**config.mk**
```make
export PLATFORM = sky130hd
export DESIGN_NAME = part_handler_sort_interface
export DESIGN_NICKNAME = d
export VERILOG_FILES = /design/src/rtl/sort_if_pkg.sv /design/src/rtl/part_handler_sort_interface.sv
export SDC_FILE = /design/constraint.sdc
export NUM_CORES = 1
export LEC_CHECK = 0
export ABC_AREA = 0
export BUFFER_PORTS_ARGS = -buffer_cell sky130_fd_sc_hd__buf_2
export CORE_UTILIZATION = 30
export CTS_CLUSTER_SIZE = 25
export DETAILED_ROUTE_END_ITERATION = 16
export SYNTH_ARGS = -nofsm -noshare
export SYNTH_HDL_FRONTEND = slang
export SYNTH_SLANG_ARGS = --single-unit
```
**constraint.sdc**
```tcl
create_clock -name sys_clk -period 2.8 [get_ports sys_clk]
set_input_delay 0.14 -clock sys_clk [delete_from_list [all_inputs] [get_ports sys_clk]]
set_output_delay 0.14 -clock sys_clk [all_outputs]
set_load 0.01 [all_outputs]
```
**src/rtl/sort_if_pkg.sv**
```systemverilog
// Constants, codes and register layout for the part handler sorting interface
// How it works
// Comparator outcome appears on the handler connector for automatic part sorting.
// A rising trigger edge starts a measurement by default.
// A control bit moves the trigger to the falling edge.
// Seven inverted select lines form one binary memory number, bit 0 lowest.
// The select code counts only while the select strobe is low.
// Handler holds strobe low and code stable at the trigger edge.
// Handler trigger with valid select recalls that memory, then measures.
// A memory number beyond the existing memories flags an error instead.
// One set of result lines serves all modes; mode sets each meaning.
// Sorting mode shows the class on fourteen active-low class lines.
// Sorting mode asserts the fail line when no class matches.
// Limit mode shows primary above, within, below on three lines.
// Limit mode shows secondary above, within, below on three lines.
// Limit mode pass line only when both parameters are within limits.
// Limit mode fail line when either parameter is outside limits.
// Lines without meaning in limit or zone mode stay high.
// All slash-named lines are negative logic: asserted means low.
// Acquisition-done goes low once acquisition ends; part may be swapped.
// End-of-measurement goes low only when results are valid; the code also drives it low on a range error or measurement fault.
// While the error line is asserted all result lines are suppressed.
// Result lines are registered and held until the next results.
package sort_if_pkg;

  localparam int ADDR_W = 4;
  localparam int DATA_W = 32;
  localparam int MEM_W = 7;
  localparam int BIN_N = 14;
  localparam int LINE_N = 15;
  localparam int CNT_W = 16;

  localparam logic [3:0] OFS_CTRL = 4'h0;
  localparam logic [3:0] OFS_MEMCNT = 4'h4;
  localparam logic [3:0] OFS_STATUS = 4'h8;
  localparam logic [3:0] OFS_TRIGCNT = 4'hc;

  localparam int CTRL_MODE_LSB = 0;
  localparam int CTRL_FALL_BIT = 2;
  localparam int CTRL_HANDLER_BIT = 3;
  localparam int CTRL_W = 4;
  localparam logic [3:0] CTRL_RST = 4'h8;
  localparam logic [7:0] MEMCNT_RST = 8'h40;

  localparam int ST_LSB = 0;
  localparam int ST_ERR_BIT = 3;
  localparam int ST_ACQ_BIT = 4;
  localparam int ST_EOM_BIT = 5;
  localparam int ST_MEM_LSB = 8;
  localparam int ST_RECALL_BIT = 15;

  // Result line positions for limit and zone modes; only LN_FAIL is shared by all modes
  localparam int LN_P1 = 0;
  localparam int LN_S1 = 3;
  localparam int LN_PASS = 6;
  localparam int LN_NA = 8;
  localparam int LN_FAIL = 14;

  typedef enum logic [1:0] {
    MODE_BIN = 2'h0,
    MODE_LIMIT = 2'h1,
    MODE_ZONE = 2'h2
  } cmpMode_t;

  typedef enum logic [1:0] {
    CMP_IN = 2'h0,
    CMP_ABOVE = 2'h1,
    CMP_BELOW = 2'h2,
    CMP_NA = 2'h3
  } cmpCode_t;

  typedef enum logic [2:0] {
    ST_IDLE = 3'h1,
    ST_RECALL = 3'h2,
    ST_MEAS = 3'h4
  } state_t;

endpackage

```
**src/rtl/part_handler_sort_interface.sv**
```systemverilog
// Handler connector logic: trigger, memory recall, result lines, Avalon-MM registers
`timescale 1ns/10ps
module part_handler_sort_interface #(
  parameter int MEM_MAX = 128
) (
  input wire logic sys_clk,
  input wire logic sys_rst,
  input wire logic clkEn,
  input wire logic [3:0] avs_address,
  input wire logic avs_read,
  input wire logic avs_write,
  input wire logic [31:0] avs_writedata,
  input wire logic [3:0] avs_byteenable,
  output logic [31:0] avs_readdata,
  output logic avs_waitrequest,
  input wire logic ext_start_edge,
  input wire logic [6:0] mem_sel_bit_n,
  input wire logic mem_sel_strobe_n,
  input wire logic acqDone,
  input wire logic measDone,
  input wire logic measFault,
  input wire logic [3:0] binHit,
  input wire logic [1:0] primCmp,
  input wire logic [1:0] secCmp,
  output logic recallStrobe,
  output logic [6:0] recallMem,
  output logic measStart,
  output logic [13:0] sort_class_n,
  output logic no_class_fail_n,
  output logic acq_done_n,
  output logic result_valid_n,
  output logic meas_error_n
);

  generate
    if (MEM_MAX < 1 || MEM_MAX > 128) begin : badMemMax
      $error("MEM_MAX must lie in 1..128");
    end
  endgenerate

  sort_if_pkg::state_t state_q, state_d;
  logic [3:0] ctrl_q, ctrl_d;
  logic [7:0] memCnt_q, memCnt_d;
  logic [15:0] trigCnt_q, trigCnt_d;
  logic trigPrev_q;
  logic [14:0] lines_q, lines_d;
  logic acqN_q, acqN_d, eomN_q, eomN_d, errN_q, errN_d;
  logic recStb_q, recStb_d, start_q, start_d;
  logic [6:0] recMem_q, recMem_d;
  logic lastRecall_q, lastRecall_d;
  logic waitReq_q, waitReq_d;
  logic [31:0] rdata_q, rdata_d;

  logic trigEdge, busAccept;
  logic [6:0] memSel;
  logic [13:0] binOn;
  logic [14:0] lineOn;
  logic primIn, secIn, cmpPass;
  sort_if_pkg::cmpMode_t mode;

  assign mode = sort_if_pkg::cmpMode_t'(ctrl_q[sort_if_pkg::CTRL_MODE_LSB +: 2]);
  // Edge polarity chosen by control bit
  assign trigEdge = ctrl_q[sort_if_pkg::CTRL_FALL_BIT] ? (trigPrev_q & ~ext_start_edge)
                                                      : (~trigPrev_q & ext_start_edge);
  assign memSel = ~mem_sel_bit_n;
  assign busAccept = ~waitReq_q;

  genvar gi;
  generate
    for (gi = 0; gi < sort_if_pkg::BIN_N; gi++) begin : binDecode
      assign binOn[gi] = (binHit == 4'(gi + 1));
    end
  endgenerate

  assign primIn = (primCmp == sort_if_pkg::CMP_IN);
  assign secIn = (secCmp == sort_if_pkg::CMP_IN);
  assign cmpPass = primIn & secIn;

  // Meaning of each result line per comparator mode
  always_comb begin
    lineOn = '0;
    unique case (mode)
      sort_if_pkg::MODE_LIMIT: begin
        lineOn[sort_if_pkg::LN_P1] = (primCmp == sort_if_pkg::CMP_ABOVE);
        lineOn[sort_if_pkg::LN_P1 + 1] = primIn;
        lineOn[sort_if_pkg::LN_P1 + 2] = (primCmp == sort_if_pkg::CMP_BELOW);
        lineOn[sort_if_pkg::LN_S1] = (secCmp == sort_if_pkg::CMP_ABOVE);
        lineOn[sort_if_pkg::LN_S1 + 1] = secIn;
        lineOn[sort_if_pkg::LN_S1 + 2] = (secCmp == sort_if_pkg::CMP_BELOW);
        lineOn[sort_if_pkg::LN_PASS] = cmpPass;
        lineOn[sort_if_pkg::LN_FAIL] = ~cmpPass;
      end
      sort_if_pkg::MODE_ZONE: begin
        lineOn[sort_if_pkg::LN_P1] = primCmp == sort_if_pkg::CMP_ABOVE || primCmp == sort_if_pkg::CMP_BELOW;
        lineOn[sort_if_pkg::LN_P1 + 1] = primIn;
        lineOn[sort_if_pkg::LN_P1 + 2] = (primCmp == sort_if_pkg::CMP_NA);
        lineOn[sort_if_pkg::LN_S1] = secCmp == sort_if_pkg::CMP_ABOVE || secCmp == sort_if_pkg::CMP_BELOW;
        lineOn[sort_if_pkg::LN_S1 + 1] = secIn;
        lineOn[sort_if_pkg::LN_S1 + 2] = (secCmp == sort_if_pkg::CMP_NA);
        lineOn[sort_if_pkg::LN_PASS] = cmpPass;
        lineOn[sort_if_pkg::LN_NA] = (primCmp == sort_if_pkg::CMP_NA) || (secCmp == sort_if_pkg::CMP_NA);
        lineOn[sort_if_pkg::LN_FAIL] = lineOn[sort_if_pkg::LN_P1] | lineOn[sort_if_pkg::LN_S1];
      end
      default: begin
        lineOn[13:0] = binOn;
        lineOn[sort_if_pkg::LN_FAIL] = ~|binOn;
      end
    endcase
  end

  // Trigger, recall and measurement sequencing
  always_comb begin
    state_d = state_q;
    lines_d = lines_q;
    acqN_d = acqN_q;
    eomN_d = eomN_q;
    errN_d = errN_q;
    recStb_d = 1'b0;
    start_d = 1'b0;
    recMem_d = recMem_q;
    lastRecall_d = lastRecall_q;
    trigCnt_d = trigCnt_q;
    unique case (state_q)
      sort_if_pkg::ST_IDLE: begin
        if (trigEdge && ctrl_q[sort_if_pkg::CTRL_HANDLER_BIT]) begin
          trigCnt_d = trigCnt_q + 16'h0001;
          acqN_d = 1'b1;
          eomN_d = 1'b1;
          errN_d = 1'b1;
          lastRecall_d = ~mem_sel_strobe_n;
          if (!mem_sel_strobe_n) begin
            recMem_d = memSel;
            if ({1'b0, memSel} >= memCnt_q) begin
              errN_d = 1'b0;
              eomN_d = 1'b0;
              lines_d = '1;
            end else begin
              recStb_d = 1'b1;
              state_d = sort_if_pkg::ST_RECALL;
            end
          end else begin
            start_d = 1'b1;
            state_d = sort_if_pkg::ST_MEAS;
          end
        end
      end
      sort_if_pkg::ST_RECALL: begin
        start_d = 1'b1;
        state_d = sort_if_pkg::ST_MEAS;
      end
      sort_if_pkg::ST_MEAS: begin
        if (measFault) begin
          errN_d = 1'b0;
          eomN_d = 1'b0;
          acqN_d = 1'b0;
          lines_d = '1;
          state_d = sort_if_pkg::ST_IDLE;
        end else begin
          if (acqDone) begin
            acqN_d = 1'b0;
          end
          if (measDone) begin
            lines_d = ~lineOn;
            acqN_d = 1'b0;
            eomN_d = 1'b0;
            state_d = sort_if_pkg::ST_IDLE;
          end
        end
      end
      default: state_d = sort_if_pkg::ST_IDLE;
    endcase
  end

  always_ff @(posedge sys_clk) begin
    if (sys_rst) begin
      state_q <= sort_if_pkg::ST_IDLE;
      lines_q <= '1;
      acqN_q <= 1'b1;
      eomN_q <= 1'b1;
      errN_q <= 1'b1;
      recStb_q <= 1'b0;
      start_q <= 1'b0;
      recMem_q <= 7'h00;
      lastRecall_q <= 1'b0;
      trigCnt_q <= 16'h0000;
      trigPrev_q <= 1'b0;
    end else if (clkEn) begin
      state_q <= state_d;
      lines_q <= lines_d;
      acqN_q <= acqN_d;
      eomN_q <= eomN_d;
      errN_q <= errN_d;
      recStb_q <= recStb_d;
      start_q <= start_d;
      recMem_q <= recMem_d;
      lastRecall_q <= lastRecall_d;
      trigCnt_q <= trigCnt_d;
      trigPrev_q <= ext_start_edge;
    end
  end

  // Avalon-MM slave: one wait cycle, then a one-cycle answer
  always_comb begin
    waitReq_d = 1'b1;
    rdata_d = rdata_q;
    ctrl_d = ctrl_q;
    memCnt_d = memCnt_q;
    if ((avs_read || avs_write) && waitReq_q) begin
      waitReq_d = 1'b0;
      rdata_d = 32'h0000_0000;
      unique case (avs_address)
        sort_if_pkg::OFS_CTRL: rdata_d[3:0] = ctrl_q;
        sort_if_pkg::OFS_MEMCNT: rdata_d[7:0] = memCnt_q;
        sort_if_pkg::OFS_STATUS: begin
          rdata_d[sort_if_pkg::ST_LSB +: 3] = state_q;
          rdata_d[sort_if_pkg::ST_ERR_BIT] = ~errN_q;
          rdata_d[sort_if_pkg::ST_ACQ_BIT] = ~acqN_q;
          rdata_d[sort_if_pkg::ST_EOM_BIT] = ~eomN_q;
          rdata_d[sort_if_pkg::ST_MEM_LSB +: 7] = recMem_q;
          rdata_d[sort_if_pkg::ST_RECALL_BIT] = lastRecall_q;
        end
        sort_if_pkg::OFS_TRIGCNT: rdata_d[15:0] = trigCnt_q;
        default: rdata_d = 32'h0000_0000;
      endcase
    end
    if (avs_write && busAccept && avs_byteenable[0]) begin
      if (avs_address == sort_if_pkg::OFS_CTRL) begin
        ctrl_d = avs_writedata[3:0];
      end
      if (avs_address == sort_if_pkg::OFS_MEMCNT) begin
        // Clamp to the memories that exist
        memCnt_d = (avs_writedata[7:0] > 8'(MEM_MAX)) ? 8'(MEM_MAX) : avs_writedata[7:0];
      end
    end
  end

  always_ff @(posedge sys_clk) begin
    if (sys_rst) begin
      waitReq_q <= 1'b1;
      rdata_q <= 32'h0000_0000;
      ctrl_q <= sort_if_pkg::CTRL_RST;
      memCnt_q <= sort_if_pkg::MEMCNT_RST;
    end else if (clkEn) begin
      waitReq_q <= waitReq_d;
      rdata_q <= rdata_d;
      ctrl_q <= ctrl_d;
      memCnt_q <= memCnt_d;
    end
  end

  assign avs_readdata = rdata_q;
  assign avs_waitrequest = waitReq_q;
  assign recallStrobe = recStb_q;
  assign recallMem = recMem_q;
  assign measStart = start_q;
  assign sort_class_n = lines_q[13:0];
  assign no_class_fail_n = lines_q[sort_if_pkg::LN_FAIL];
  assign acq_done_n = acqN_q;
  assign result_valid_n = eomN_q;
  assign meas_error_n = errN_q;

endmodule // part_handler_sort_interface

```
; ---- Yosys cells after proc, flatten, opt, wreduce, memory -nomap -nowiden
; Index checks and enable logic that the tools add are counted.
[op_classes]
n_mux = 43
addsub = 1
reduce_logical = 25
eq_ne = 35
n_bitwise = 14
order_cmp = 2
[op_table]
columns = op, count
row1 = $mux W15, 5
row2 = $eq A4 B4 Y1 const B, 9
row3 = $pmux W15 S2, 1
row4 = $eq A4 B3 Y1 const B, 5
row5 = $reduce_and A4 Y1, 5
row6 = $mux W1, 18
row7 = $add A16 B1 Y16 const B, 1
row8 = $pmux W4 S4, 1
row9 = $pmux W8 S2, 1
row10 = $mux W3, 5
row11 = $not A15 Y15, 1
row12 = $pmux W7 S2, 1
row13 = $reduce_or A14 Y1, 1
row14 = $pmux W1 S2, 6
row15 = $eq A2 B2 Y1 const B, 5
row16 = $pmux W3 S3, 1
row17 = $reduce_and A3 Y1, 3
row18 = $eq A4 B2 Y1 const B, 2
row19 = $ge A7 B8 Y1, 1
row20 = $gt A8 B8 Y1 const B, 1
row21 = $mux W8, 1
row22 = $ne A2 B2 Y1 const B, 4
row23 = $not A1 Y1, 8
row24 = $not A7 Y7, 1
row25 = other kinds (21), 33
[totals]
reg_bits = 77
in_bits = 65
out_inout_bits = 60

; ---- Logic depth before layout (Yosys ltp)
[logic_depth]
word_depth = 8
mapped_depth = 8

; ---- Worst setup path after synthesis
; No wires, ideal clock.
[synth_timing]
kind = register to register
start = register state_q[0]
end = register lines_q[6]
setup_time_ns = 0.072
period_less_slack_ns = 2.101
path_stages_with_launch = 7
path_buffers = 2
slack_ns = 0.699
t_arrival_ns = 2.029
cell_sequence = dfxtp_1 or3b_1 buf_2 or4_4 a31oi_4 buf_8 mux2i_1
[synth_between]
elab_chain_cells = 3
elab_cells_between_ends = 9
cone_classes = eq/ne (6) / mux (1) / reduce/logical (2)
[synth_rtl]
columns = item, line_no
row1 = start: declaration, part_handler_sort_interface.sv:41  ; sort_if_pkg::state_t state_q, state_d;
row2 = start signal: assignment, part_handler_sort_interface.sv:176  ; state_q <= sort_if_pkg::ST_IDLE;
row3 = start signal: assignment, part_handler_sort_interface.sv:188  ; state_q <= state_d;
row4 = $eq A3 B3 Y1 or $eq A3 B1 Y1 (tied branches), part_handler_sort_interface.sv:123  ; unique case (state_q)
row5 = $ne A3 B3 Y1 (no line) (tied with other cells), --
row6 = $reduce_and A6 Y1 (no line), --
row7 = end signal: assignment, part_handler_sort_interface.sv:189  ; lines_q <= lines_d;
row8 = end: declaration, part_handler_sort_interface.sv:46  ; logic [14:0] lines_q, lines_d;
; Parallel ways exist; a longest one is shown, timed or not.
; A chain may end at the register's enable or synchronous reset.

; ---- Final worst setup path
[layout_timing]
start = input mem_sel_bit_n[1]
end = register lines_q[10]
[layout_between]
elab_chain_cells = 4
[layout_rtl]
columns = item, line_no
row1 = start: declaration, part_handler_sort_interface.sv:17  ; input wire logic [6:0] mem_sel_bit_n,
row2 = $not A7 Y7, part_handler_sort_interface.sv:65  ; assign memSel = ~mem_sel_bit_n;
row3 = via memSel[1], part_handler_sort_interface.sv:55  ; logic [6:0] memSel;
row4 = $ge A7 B8 Y1, part_handler_sort_interface.sv:133  ; if ({1'b0, memSel} >= memCnt_q) begin
row5 = $ne A2 B2 Y1 (no line), --
row6 = $reduce_and A6 Y1 (no line), --
; The timed path passes the listed nets, and every way through them passes these cells.

==> flow_summary_export.csv <==
group,metric,value,unit
global_routing,grt_first_pass_wirelength,17210,µm
sta,worst_slew_margin_rel,0.3926,
global_routing,via_count_of_the_first_global_routing_pass,3457,
power_and_ir_drop,swShare,0.2461,
placed_design,post_dp_cell_area,4567,µm²
sta,timing.hold.ws,21.40,ps
layout,area.growth.synth_to_final,21.14,%
cts,cts-htree-levels,3,
synth,synth.avg_cell_area,8.737,µm²
power_and_ir_drop,fraction_of_power_consumed_by_sequential_logic,0.428,
power_and_ir_drop,net-switching-power,0.6532,mW
sta,finalWorstPathRequiredPeriod,2299,ps
layout,final_stage_net_count,625,
cts,clkLatencyLatePin,340,ps
sta,drv_slew,0,
floorplan,design.die.area,14040,µm²
power_and_ir_drop,p_leak,1.918,nW
power_and_ir_drop,share_clk_of_total_power,0.472,
floorplan,initial_core_utilization,0.3074,
synth,synth_seq_area_share,0.3786,
worst_setup_path,setup.worst_path.end_class,"register",
global_routing,grt.total_usage,0.1574,
detailed_routing,detail_route.drc_violations,0,
power_and_ir_drop,combinational_share_of_power,0.099,
synth,synth_warnings,0,
sta,worst_clock_skew,7.299,ps
power_and_ir_drop,power.density_cell_area,538.1,nW/µm²
cts,tritoncts_num_sinks,77,
worst_setup_path,buffering_stage_count_on_the_worst_path_with_inverters_included,4,
cts,cts_resized,0,
worst_setup_path,rr_startpoint,"state_q[0]",
cts,cts_setup_buffers,0,
sta,grt_setup_unrepaired,"no",
layout,filler_cell_count,1368,
floorplan,fp.dieW,118.5,µm
worst_setup_path,timing.setup.critical_path_class,"in2reg",
cts,root_buffer,"clkbuf_16",
worst_hold_path,min_from,"mem_sel_bit_n[6]",
cts,cts_bufs_inserted,9,
layout,final_cell_area,4932,µm²
detailed_routing,detail-route-antenna-nets,0,
sta,finalSetupViolCount,0,
detailed_routing,wl_per_cell,14.66,µm
sta,timing.final.crit_share,0.8211,
sta,report.final.hold_viol_count,0,
worst_setup_path,family_of_cells_with_the_greatest_summed_delay_on_the_critical_path,"buffers and inverters",
floorplan,num_rows,42,
cts,clock_tree_from_tritoncts,"built",
synth,synth_async_sr_flop_share,0,
synth,synthCells,466,
detailed_routing,drt_wl_total,10620,µm
power_and_ir_drop,vdd_ir_drop_max,397.8,µV
placed_design,post-dp-hpwl,8009,µm
worst_setup_path,timing.critical_path.cells,"dlygate4sd3_1 -> buf_2 -> inv_1 -> ha_1 -> a2111oi_0 -> or4_4 -> a31oi_4 -> buf_4 -> o32a_1",
synth,synth.cell_area,4071,µm²
placed_design,io_buffer_count,81,
detailed_routing,iteration_count_of_the_initial_detailed_routing_pass,4,
synth,ys.flop_type,"dfxtp_1",
power_and_ir_drop,intPower,2.001,mW
sta,worst-slew-pin-transition,911.1,ps
layout,drive_above_1_share,0.2194,
worst_hold_path,hold_path.class,"in2reg",
floorplan,io_pins,125,
detailed_routing,detail_route.iter0.violations,193,
worst_setup_path,critPathLaunch,"mem_sel_bit_n[1]",
synth,edff_count_synth,0,
global_routing,grt_antenna_before_repair,1,
synth,ys_types,56,
worst_setup_path,worst-endpoint-required,3020,ps
cts,clk_pin_slew_worst_paths,60,ps
global_routing,largest_net_degree_at_the_start_of_global_routing,50,
detailed_routing,routed_via_density,4.968,
worst_setup_path,critical_path_arrival,2520,ps
placed_design,gpl.final_weighted_congestion,0.8750,
worst_setup_path,timing.critical_path.slowest_cell_delay,540,ps
worst_setup_path,worst_setup_path_start_kind,"input pin",
cts,clockBufferDepth,2,
sta,final_total_negative_setup_slack,0,ps
floorplan,std_cell_core_area,13240,µm²
sta,achievable-frequency,434.9,MHz
synth,yosys_register_bits,77,
global_routing,grt_remaining_overflow,0,
worst_setup_path,worst-path-max-fanout,15,
worst_setup_path,timing.critical_path.slowest_stage_cell,"a2111oi_0",
floorplan,die-height,118.5,µm
run,max_cap_violations,0,
detailed_routing,vias_after_detailed_routing,3597,
run_status,status,"completed",
final cells by class:
| type | instances | area (µm²) | area share |
|---|---|---|---|
| antenna | 1 | 2.502 | 0.0005074 |
| clock buffer | 9 | 225.2 | 0.04566 |
| clock inverter | 7 | 97.59 | 0.01979 |
| inverter | 22 | 82.58 | 0.01674 |
| multi-input combinational | 342 | 2280 | 0.4622 |
| sequential | 77 | 1541 | 0.3125 |
| tap | 176 | 220.2 | 0.04465 |
| timing repair buffer | 90 | 483.0 | 0.09792 |
per-layer routing:
layer	track usage	part of all wire
met5	0	0
met4	0.05538	0.021
met3	0.04392	0.058
met2	0.2618	0.46
met1	0.1943	0.46
registers in the layout, summed over array words and instances, names as in the netlist, 3 cells and up:
name and count:
trigCnt_q 16, memCnt_q 8, ctrl_q 4, state_q 3, recallMem 7, lines_q 15, avs_readdata 16
stage by stage:
stage | utilization | power [mW] | instances | worst slack (ps)
floorplan | - | 1.344 | 481 | 699.4
global placement | 0.3449 | 1.414 | 703 | 551.2
detailed placement | 0.3449 | 1.420 | 703 | 515.2
CTS | 0.3723 | 2.682 | 723 | 486.1
global route | 0.3724 | 2.779 | 724 | 331.3
finish | 0.3724 | 2.654 | 724 | 500.9
placed cells by master (no fill, tap or decap), drive strengths merged, types with 3 or more instances in the layout:
| master | n |
|---|---|
| mux2 | 12 |
| nand2b | 4 |
| xor2 | 3 |
| o32a | 5 |
| dfxtp | 77 |
| ha | 18 |
| inv | 23 |
| nor2b | 7 |
| o21a | 3 |
| and3 | 3 |
| nand2 | 15 |
| mux4 | 4 |
| buf | 86 |
| a211o | 3 |
| dlygate4sd3 | 4 |
| mux2i | 17 |
| nor3b | 10 |
| nor2 | 83 |
| a211oi | 9 |
| nor3 | 8 |
| nand3 | 7 |
| xnor2 | 8 |
| o211ai | 4 |
| nand4 | 7 |
| or3 | 5 |
| nand3b | 4 |
| a32oi | 3 |
| a31oi | 6 |
| conb | 16 |
| clkbuf | 9 |
| o21ai | 12 |
| a22oi | 20 |
| a21oi | 24 |
cells in the mapped netlist (4+ instances only):
cell type   n  share of area
nand3_1     7         0.0086
o32a_1      5          0.012
nand2_1    15          0.014
a22oi_1    20          0.037
ha_1       18          0.055
mux4_2      4          0.022
nor2b_1     7          0.011
dfxtp_1    77           0.38
xnor2_1     8          0.017
or3_1       5         0.0077
o21ai_0    11          0.014
nand3b_1    4         0.0074
inv_1      22          0.020
a21oi_1    24          0.030
nor3_1      8         0.0098
nor3b_1    10          0.018
mux2i_1    17          0.042
o211ai_1    4         0.0074
a31oi_1     5         0.0077
clkbuf_1   17          0.016
nor2_1     83          0.077
nand4_1     7          0.011
nand2b_1    4         0.0061
a211oi_1    9          0.017
buf_1       4         0.0037
buf_4      16          0.030
mux2_2     11          0.030
worst register-to-register path, cell delays in order, from the launching register on:
cell and delay [ps]:
dfxtp_1 460, or3b_1 510, or4_4 590, a31oi_4 160, buf_4 270, mux2i_1 220
cell families (layout without fill, tap and decap cells):
| group | Yosys count | in the layout | share of synthesized area |
|---|---|---|---|
| xor+xnor | 11 | 11 | 0.02367 |
| simple gates | 168 | 168 | 0.2062 |
| fa+ha+maj | 18 | 18 | 0.05532 |
| buf+inv | 62 | 128 | 0.07529 |
| mux | 33 | 33 | 0.09711 |
| flops | 77 | 77 | 0.3786 |
| compound gates | 96 | 96 | 0.1629 |
| other cells | 1 | 17 | 0.0009211 |
power groups by stage:
stage	clock (mW)	sequential [mW]	combinational, mW
6_report	1.25	1.14	0.264
5_1_grt	1.34	1.14	0.294
4_1_cts	1.28	1.14	0.264
3_5_place_dp	0	1.16	0.259
3_3_place_gp	0	1.16	0.254
2_1_floorplan	0	1.16	0.184
repair_timing:
item | CTS | global route
endpoints found under the setup margin | 0 | 0
endpoints found under the hold margin | 4 | 0
hold buffers | 4 | 0
path summary, 6_finish.rpt:
| check | end | slack (ps) | depth (start not counted) |
|---|---|---|---|
| worst max-delay path | lines_q[10] | 500 | 9 |
| worst min-delay path | recallMem[6] | 20 | 2 |
| worst max register to register | lines_q[0] | 510 | 5 |
| worst min register to register | measStart | 470 | 2 |
Note: power is estimated with default switching activity, not from simulation.
